## config.mk

```make
export PLATFORM = sky130hd
export DESIGN_NAME = byte_arith_skip_jump_exec
export DESIGN_NICKNAME = d
export VERILOG_FILES = /design/src/core/skip_squash_counter.v /design/src/core/byte_arith_skip_jump_exec.v
export VERILOG_INCLUDE_DIRS = /design/src /design/src/core
export SDC_FILE = /design/constraint.sdc
export NUM_CORES = 1
export LEC_CHECK = 0
export BUFFER_PORTS_ARGS = -buffer_cell sky130_fd_sc_hd__buf_4
export CAP_MARGIN = 20
export CORE_ASPECT_RATIO = 0.8
export CORE_MARGIN = 2
export CORE_UTILIZATION = 35
export CTS_CLUSTER_DIAMETER = 60
export DETAILED_ROUTE_END_ITERATION = 12
export MAX_ROUTING_LAYER = met4
export PLACE_DENSITY_LB_ADDON = 0.05
export SLEW_MARGIN = 20
export SYNTH_ARGS = -nofsm -noshare
export SYNTH_HDL_FRONTEND = slang
export SYNTH_HIERARCHICAL = 1
export SYNTH_SLANG_ARGS = --single-unit
```

## constraint.sdc

```tcl
create_clock -name ref_clk_i -period 8.73 [get_ports ref_clk_i]
set_input_delay 1.746 -clock ref_clk_i [delete_from_list [all_inputs] [get_ports ref_clk_i]]
set_output_delay 1.746 -clock ref_clk_i [all_outputs]
set_load 0.005 [all_outputs]
```

## src/core/byte_arith_skip_jump_regs.vh

```
`ifndef BYTE_ARITH_SKIP_JUMP_REGS_VH
`define BYTE_ARITH_SKIP_JUMP_REGS_VH
// Operation select codes
`define OP_W                 3
`define OP_IDLE              3'h0
`define OP_DECIMAL_ADJUST    3'h1
`define OP_DECREMENT         3'h2
`define OP_INCREMENT         3'h3
`define OP_DEC_SKIP_ZERO     3'h4
`define OP_DEC_SKIP_NONZERO  3'h5
`define OP_INC_SKIP_ZERO     3'h6
`define OP_INC_SKIP_NONZERO  3'h7
// Decimal adjust constants
`define BCD_LIMIT            4'h9
`define BCD_CORRECTION       4'h6
// Destination select value for register write-back
`define DEST_REGISTER        1'b1
// Program counter layout
`define PC_W                 21
`define JUMP_TARGET_W        20
`endif

```

## src/core/skip_squash_counter.v

```verilog
`timescale 1ns/1ns
`default_nettype none
// ************************************************************
// Squash counter: marks fetched words to be discarded
// ************************************************************
module skip_squash_counter (
    input  wire       ref_clk_i,
    input  wire       srst_i,
    input  wire       load_i,
    input  wire [1:0] load_count_i,
    input  wire       advance_i,
    output wire       squash_o
);
    reg  [1:0] count_reg;
    reg  [1:0] count_next;

    // Next count: load wins over advance
    always @* begin
        count_next = count_reg;
        if (load_i) begin
            count_next = load_count_i;
        end else if (advance_i && (count_reg != 2'h0)) begin
            count_next = count_reg - 2'h1;
        end
    end

    // Count register
    always @(posedge ref_clk_i) begin
        if (srst_i) begin
            count_reg <= 2'h0;
        end else begin
            count_reg <= count_next;
        end
    end

    // Squash while discarded words remain
    assign squash_o = (count_reg != 2'h0);
endmodule
`default_nettype wire

```

## src/core/byte_arith_skip_jump_exec.v

```verilog
`timescale 1ns/1ns
`default_nettype none
`include "byte_arith_skip_jump_regs.vh"
// ************************************************************
// Execute stage for byte arithmetic, skips and absolute jump
// ************************************************************
module byte_arith_skip_jump_exec (
    input  wire                      ref_clk_i,
    input  wire                      srst_i,
    input  wire                      issue_i,
    input  wire [`OP_W-1:0]          op_i,
    input  wire                      dest_i,
    input  wire [7:0]                reg_value_i,
    input  wire [7:0]                accum_i,
    input  wire                      carry_i,
    input  wire                      half_carry_flag_i,
    input  wire                      jump_i,
    input  wire [7:0]                jump_low_i,
    input  wire                      word_i,
    input  wire [11:0]               word_value_i,
    input  wire                      next_is_two_word_i,
    output reg                       accum_we_o,
    output reg  [7:0]                accum_o,
    output reg                       reg_we_o,
    output reg  [7:0]                reg_o,
    output reg                       carry_we_o,
    output reg                       carry_o,
    output reg                       pc_we_o,
    output reg  [`PC_W-1:0]          program_counter_o,
    output wire                      idle_instruction_o,
    output wire                      busy_o
);
    // ********************************************************
    // States
    // ********************************************************
    localparam ST_RUN  = 2'b01;
    localparam ST_JUMP = 2'b10;

    // ********************************************************
    // Internal signals
    // ********************************************************
    reg  [1:0]  state_reg;
    reg  [1:0]  state_next;
    reg  [7:0]  jump_low_reg;
    reg  [7:0]  jump_low_next;
    reg  [7:0]  result;
    reg  [7:0]  adj;
    reg         adj_carry;
    reg         skip_take;
    wire        squash;

    // ********************************************************
    // Decimal adjust
    // ********************************************************
    // Nibble tests use the incoming byte, not the corrected one
    // Low nibble carry ripples into the high nibble sum
    // Incoming carry kept, so carry is never cleared here
    // Decimal adjust of one byte, returns carry in bit 8
    function [8:0] decimal_adjust;
        input [7:0] value;
        input       c;
        input       hc;
        reg   [4:0] lo;
        reg   [4:0] hi;
        begin
            lo = {1'b0, value[3:0]};
            if ((value[3:0] > `BCD_LIMIT) || hc) begin
                lo = lo + {1'b0, `BCD_CORRECTION};
            end
            hi = {1'b0, value[7:4]} + {4'h0, lo[4]};
            if ((value[7:4] > `BCD_LIMIT) || c) begin
                hi = hi + {1'b0, `BCD_CORRECTION};
            end
            decimal_adjust = {hi[4] | c | (value[7:4] > `BCD_LIMIT), hi[3:0], lo[3:0]};
        end
    endfunction

    // ********************************************************
    // Operation decode
    // ********************************************************
    // Operands are same-cycle inputs, so result is combinational
    // Skip on zero or nonzero result, chosen by op code
    // Unused codes fall back to the adjusted byte
    // Operation result and skip decision
    always @* begin
        {adj_carry, adj} = decimal_adjust(accum_i, carry_i, half_carry_flag_i);
        case (op_i)
            `OP_DECREMENT, `OP_DEC_SKIP_ZERO, `OP_DEC_SKIP_NONZERO: begin
                result = reg_value_i - 8'h01;
            end
            `OP_INCREMENT, `OP_INC_SKIP_ZERO, `OP_INC_SKIP_NONZERO: begin
                result = reg_value_i + 8'h01;
            end
            default: begin
                result = adj;
            end
        endcase
        case (op_i)
            `OP_DEC_SKIP_ZERO, `OP_INC_SKIP_ZERO: skip_take = (result == 8'h00);
            `OP_DEC_SKIP_NONZERO, `OP_INC_SKIP_NONZERO: begin
                skip_take = (result != 8'h00);
            end
            default: skip_take = 1'b0;
        endcase
    end

    // ********************************************************
    // Issue acceptance
    // ********************************************************
    // Requests during squash or pending jump dropped silently
    // Issue has priority over a jump in the same cycle
    wire exec_ok  = (state_reg == ST_RUN) && !squash && issue_i;
    wire arith_ok = exec_ok && (op_i != `OP_IDLE);
    wire do_skip  = arith_ok && skip_take;
    wire do_jump  = (state_reg == ST_RUN) && !squash && jump_i && !issue_i;

    // ********************************************************
    // Squash control
    // ********************************************************
    // Squash ends by fetched-word count, not elapsed cycles
    // Fetch stalls simply stretch the squash window
    // Load beats advance if skip and word coincide
    // Discards one word, or two when a two-word instruction follows
    skip_squash_counter u_squash (
        .ref_clk_i    (ref_clk_i),
        .srst_i       (srst_i),
        .load_i       (do_skip),
        .load_count_i (next_is_two_word_i ? 2'h2 : 2'h1),
        .advance_i    (word_i),
        .squash_o     (squash)
    );

    // ********************************************************
    // Jump sequencing
    // ********************************************************
    // Low literal held until the upper word arrives
    // Second word always consumed; ST_JUMP holds until word_i brings it
    // State and captured low literal
    always @* begin
        state_next    = state_reg;
        jump_low_next = jump_low_reg;
        case (state_reg)
            ST_RUN: begin
                if (do_jump) begin
                    jump_low_next = jump_low_i;
                    state_next    = ST_JUMP;
                end
            end
            ST_JUMP: begin
                if (word_i) begin
                    state_next = ST_RUN;
                end
            end
            default: state_next = ST_RUN;
        endcase
    end

    // State and literal registers
    always @(posedge ref_clk_i) begin
        if (srst_i) begin
            state_reg    <= ST_RUN;
            jump_low_reg <= 8'h00;
        end else begin
            state_reg    <= state_next;
            jump_low_reg <= jump_low_next;
        end
    end

    // ********************************************************
    // Write-back
    // ********************************************************
    // Both data outputs carry the result; strobes pick target
    // Decimal adjust ignores destination bit, writes accumulator
    // Program counter bit 0 stays zero, words are two bytes
    // Data held between strobes, only strobes pulse
    // Registered write-back strobes and data
    always @(posedge ref_clk_i) begin
        if (srst_i) begin
            accum_we_o        <= 1'b0;
            accum_o           <= 8'h00;
            reg_we_o          <= 1'b0;
            reg_o             <= 8'h00;
            carry_we_o        <= 1'b0;
            carry_o           <= 1'b0;
            pc_we_o           <= 1'b0;
            program_counter_o <= {`PC_W{1'b0}};
        end else begin
            accum_we_o <= arith_ok && ((op_i == `OP_DECIMAL_ADJUST) ||
                          (dest_i != `DEST_REGISTER));
            reg_we_o   <= arith_ok && (op_i != `OP_DECIMAL_ADJUST) &&
                          (dest_i == `DEST_REGISTER);
            carry_we_o <= arith_ok && (op_i == `OP_DECIMAL_ADJUST);
            pc_we_o    <= (state_reg == ST_JUMP) && word_i;
            if (arith_ok) begin
                accum_o <= result;
                reg_o   <= result;
            end
            if (arith_ok && (op_i == `OP_DECIMAL_ADJUST)) begin
                carry_o <= adj_carry;
            end
            if ((state_reg == ST_JUMP) && word_i) begin
                program_counter_o <= {word_value_i, jump_low_reg, 1'b0};
            end
        end
    end

    // ********************************************************
    // Status outputs
    // ********************************************************
    // Idle covers squashed words and the jump's second cycle
    // Busy marks only the pending second jump word
    assign idle_instruction_o = squash || (state_reg == ST_JUMP);
    assign busy_o             = (state_reg == ST_JUMP);
endmodule
`default_nettype wire

```

==> flow_summary.toml <==
[outcome]
status = "finished clean"

[place]
gp_congestion = 0.848
hpwl_mm = 4.68
dpl-instance-area_um2 = 3120
portBuffers = 90

[floorplan]
rows = 27
die_area_um2 = 7810
die_y_um = 79.4
core-area_um2 = 6890
io_pins = 92
die_w_um = 98.3
initial_core_util_pct = 36.1

[synth]
synth_fp_nets = 367
yosys.area_share.simple_pct = 23.3
synthMuxAreaShare_pct = 3.62
syn_area_um2 = 2490
synth_fa_ha_area_share_pct = 5.83
yosys_most_used_dff = "dfxtp_1"
ys_seq_elements = 45
syn_inst = 308
synth_top_family_by_area = "simple AND/OR/NAND/NOR gates"
synth_edf_count = 0
ys_types = 50
synth-xor-area-share_pct = 1.41
avgSynthCellArea_um2 = 8.08
async_flop_share_pct = 0
ys_warn_count = 6
seq_area_frac_synth_pct = 36.2
synth_compound_area_share_pct = 22.0

[critical_path]
startpoint_type = "primary input"
crit_slowest_cell = "o21ai_1"
required_ps = 8890
rr_startpoint = "u_squash/count_reg[0]"
critPathArrivalTime_ps = 4650
cp_top_family = "compound AO/OA/AOI/OAI gates"
path_class = "in -> reg"
crit_chain = "buf_4 -> o21ai_1 -> ha_1 -> a211o_1 -> a21o_1 -> a221oi_1 -> nand2_1 -> nor4_2 -> mux2i_1 -> inv_1 -> nor2_1 -> a211oi_2"
crit_start = "op_i[2]"
end_kind = "flip-flop"
critPathMaxFanout = 8
slowest_delay_ps = 580
critPathBufInv = 2

[clock_network]
cts_max_path_buffers = 2
clock-sinks = 45
cts-root-buf = "clkbuf_8"
hold_buffers = 0
cts_buffers = 5
postCtsSetupRepairBufs = 0
insertion_delay_ps = 300
cts_tree = "built"
post_cts_resized = 0
path_clk_slew_ps = 90
cts_htree_levels = 2

[detailed_routing]
dr.pass1.iters = 4
post_drt_wl_per_cell_um = 13.8
via_per_inst = 4.95
vias = 2304
final_antenna_net_count = 0
wl_mm = 6.40
route.detailed.drc = 0
dr.first_iter.drc_count = 156

[final_layout]
num-fill-cells = 694
largest_register_ffs = 20
syn2layout_area_growth_pct = 30.2
layout.nets = 436
final_layout_size_suffix_gt1_share_pct = 28.8
stdcell_area_um2 = 3240
n_antenna_cell = 0

[worst_hold_path]
hp-start = "jump_low_reg[4]"
hp-class = "reg -> reg"

[timing]
rsz0062_at_grt = "false"
setup_viol = 0
slew_violations = 0
fin_tns_setup_ps = 0
min_period_ps = 4490
timing.hold.ws_ps = 449
fmax_mhz = 223
slew_headroom_pct = 29.4
worstMarginPinSlew_ps = 1050
period_share_pct = 51.4
hold_viol = 0
clock_skew_ps = 7.86

[global_route]
overflow = 0
antenna_found_initial = 0
track_usage_pct = 16.5
grt_max_degree = 45
grt_pass1_vias = 2047
grt_pass1_wl_mm = 10.2

[power_and_ir_drop]
p_per_area_nw_per_um2 = 169
ir_drop_uv = 95.1
p_leak_nw = 1.40

[run]
cap_violations = 0
-- synthesized netlist by cell type (4+ instances only) --
master,count,share of area (%)
a211oi_1,7,2.1
a21o_1,5,1.5
a21oi_1,32,6.4
buf_4,10,3.0
clkbuf_1,14,2.1
dfxtp_1,45,36
ha_1,10,5.0
inv_1,9,1.4
mux2i_1,9,3.6
nand2_1,52,7.8
nand2b_1,5,1.3
nand3b_1,4,1.2
nor2_1,21,3.2
nor3_1,10,2.0
nor3b_1,4,1.2
o211ai_1,5,1.5
o21ai_0,9,1.8
or2_2,4,1.0
xnor2_1,4,1.4
-- area by class of cell --
| class | count | area (um^2) | share of cell area [%] |
|---|---|---|---|
| clock buffers | 6 | 82.6 | 2.55 |
| clock inverters | 2 | 37.5 | 1.16 |
| inverters | 9 | 33.8 | 1.04 |
| multi-input cells | 226 | 1400 | 43.2 |
| flip-flops and latches | 45 | 901 | 27.8 |
| well taps | 87 | 109 | 3.36 |
| repair buffers | 90 | 676 | 20.9 |
-- layer usage --
layer / vias up / GRT usage (%) / share of wire, %
met5: - / - / 0
met4: 0 / 2.05 / 0.34
met3: 4 / 3.77 / 5.8
met2: 72 / 22.3 / 39
met1: 1017 / 25.5 / 54
li1: 1211 / - / -
-- worst register-to-register path, delay by kind of cell, from the launching register on --
kind	cells	cell delay, ps
compound gates	2	460
fa+ha+maj	1	230
mux	1	200
buf+inv	3	250
flops	1	320
simple gates	3	660
-- kinds of logic (layout without fill, tap and decap cells) --
kind of cell,after synthesis,in the layout
adder cells (fa/ha/maj),11,11
flip-flops,45,45
AO/OA/AOI/OAI,83,83
AND/OR/NAND/NOR,118,118
other,1,1
multiplexers,9,9
XOR/XNOR,4,4
buffers and inverters,37,107
-- metrics by stage --
step | instances | setup slack [ps] | utilization [%] | power [W]
2_1_floorplan | 308 | 4250 | - | 0.000333
3_3_place_gp | 457 | 3760 | 45.3 | 0.000387
3_5_place_dp | 457 | 3570 | 45.3 | 0.000387
4_1_cts | 465 | 3880 | 47.0 | 0.000554
5_1_grt | 465 | 4010 | 47.0 | 0.000581
6_report | 465 | 4240 | 47.0 | 0.000548
-- power by group --
group          internal, W  leakage [nW]  total (W)  switching, W
sequential        0.000219         0.365   0.000229    0.00000965
clock            0.0000931        0.0574   0.000165     0.0000717
combinational    0.0000770         0.976   0.000154     0.0000770
-- final timing paths --
kind | slack (ps) | to | depth (start not counted)
min reg2reg | 450 | program_counter_o[5] | 2
max | 4240 | u_squash/count_reg[0] | 12
min | 450 | program_counter_o[5] | 2
max reg2reg | 6480 | u_squash/count_reg[0] | 10
-- cells in the final DEF (no fill, tap or decap), types with 3 or more instances in the layout --
cell type  instances
buf_4             90
nor2_1            21
a31oi_1            3
nor3b_1            4
nand3b_1           4
mux2i_1            9
a21o_1             5
clkbuf_8           6
o211ai_1           5
inv_1              9
a211oi_1           7
ha_1              10
a211o_1            3
o21ai_0            8
nand2_1           52
a21oi_1           32
or2_2              4
and2_1             3
dfxtp_1           45
nand2b_1           5
nor4b_1            3
xnor2_1            4
nor3_1            10
nor2b_1            3
No activity file was read; power rests on OpenSTA's default activity.
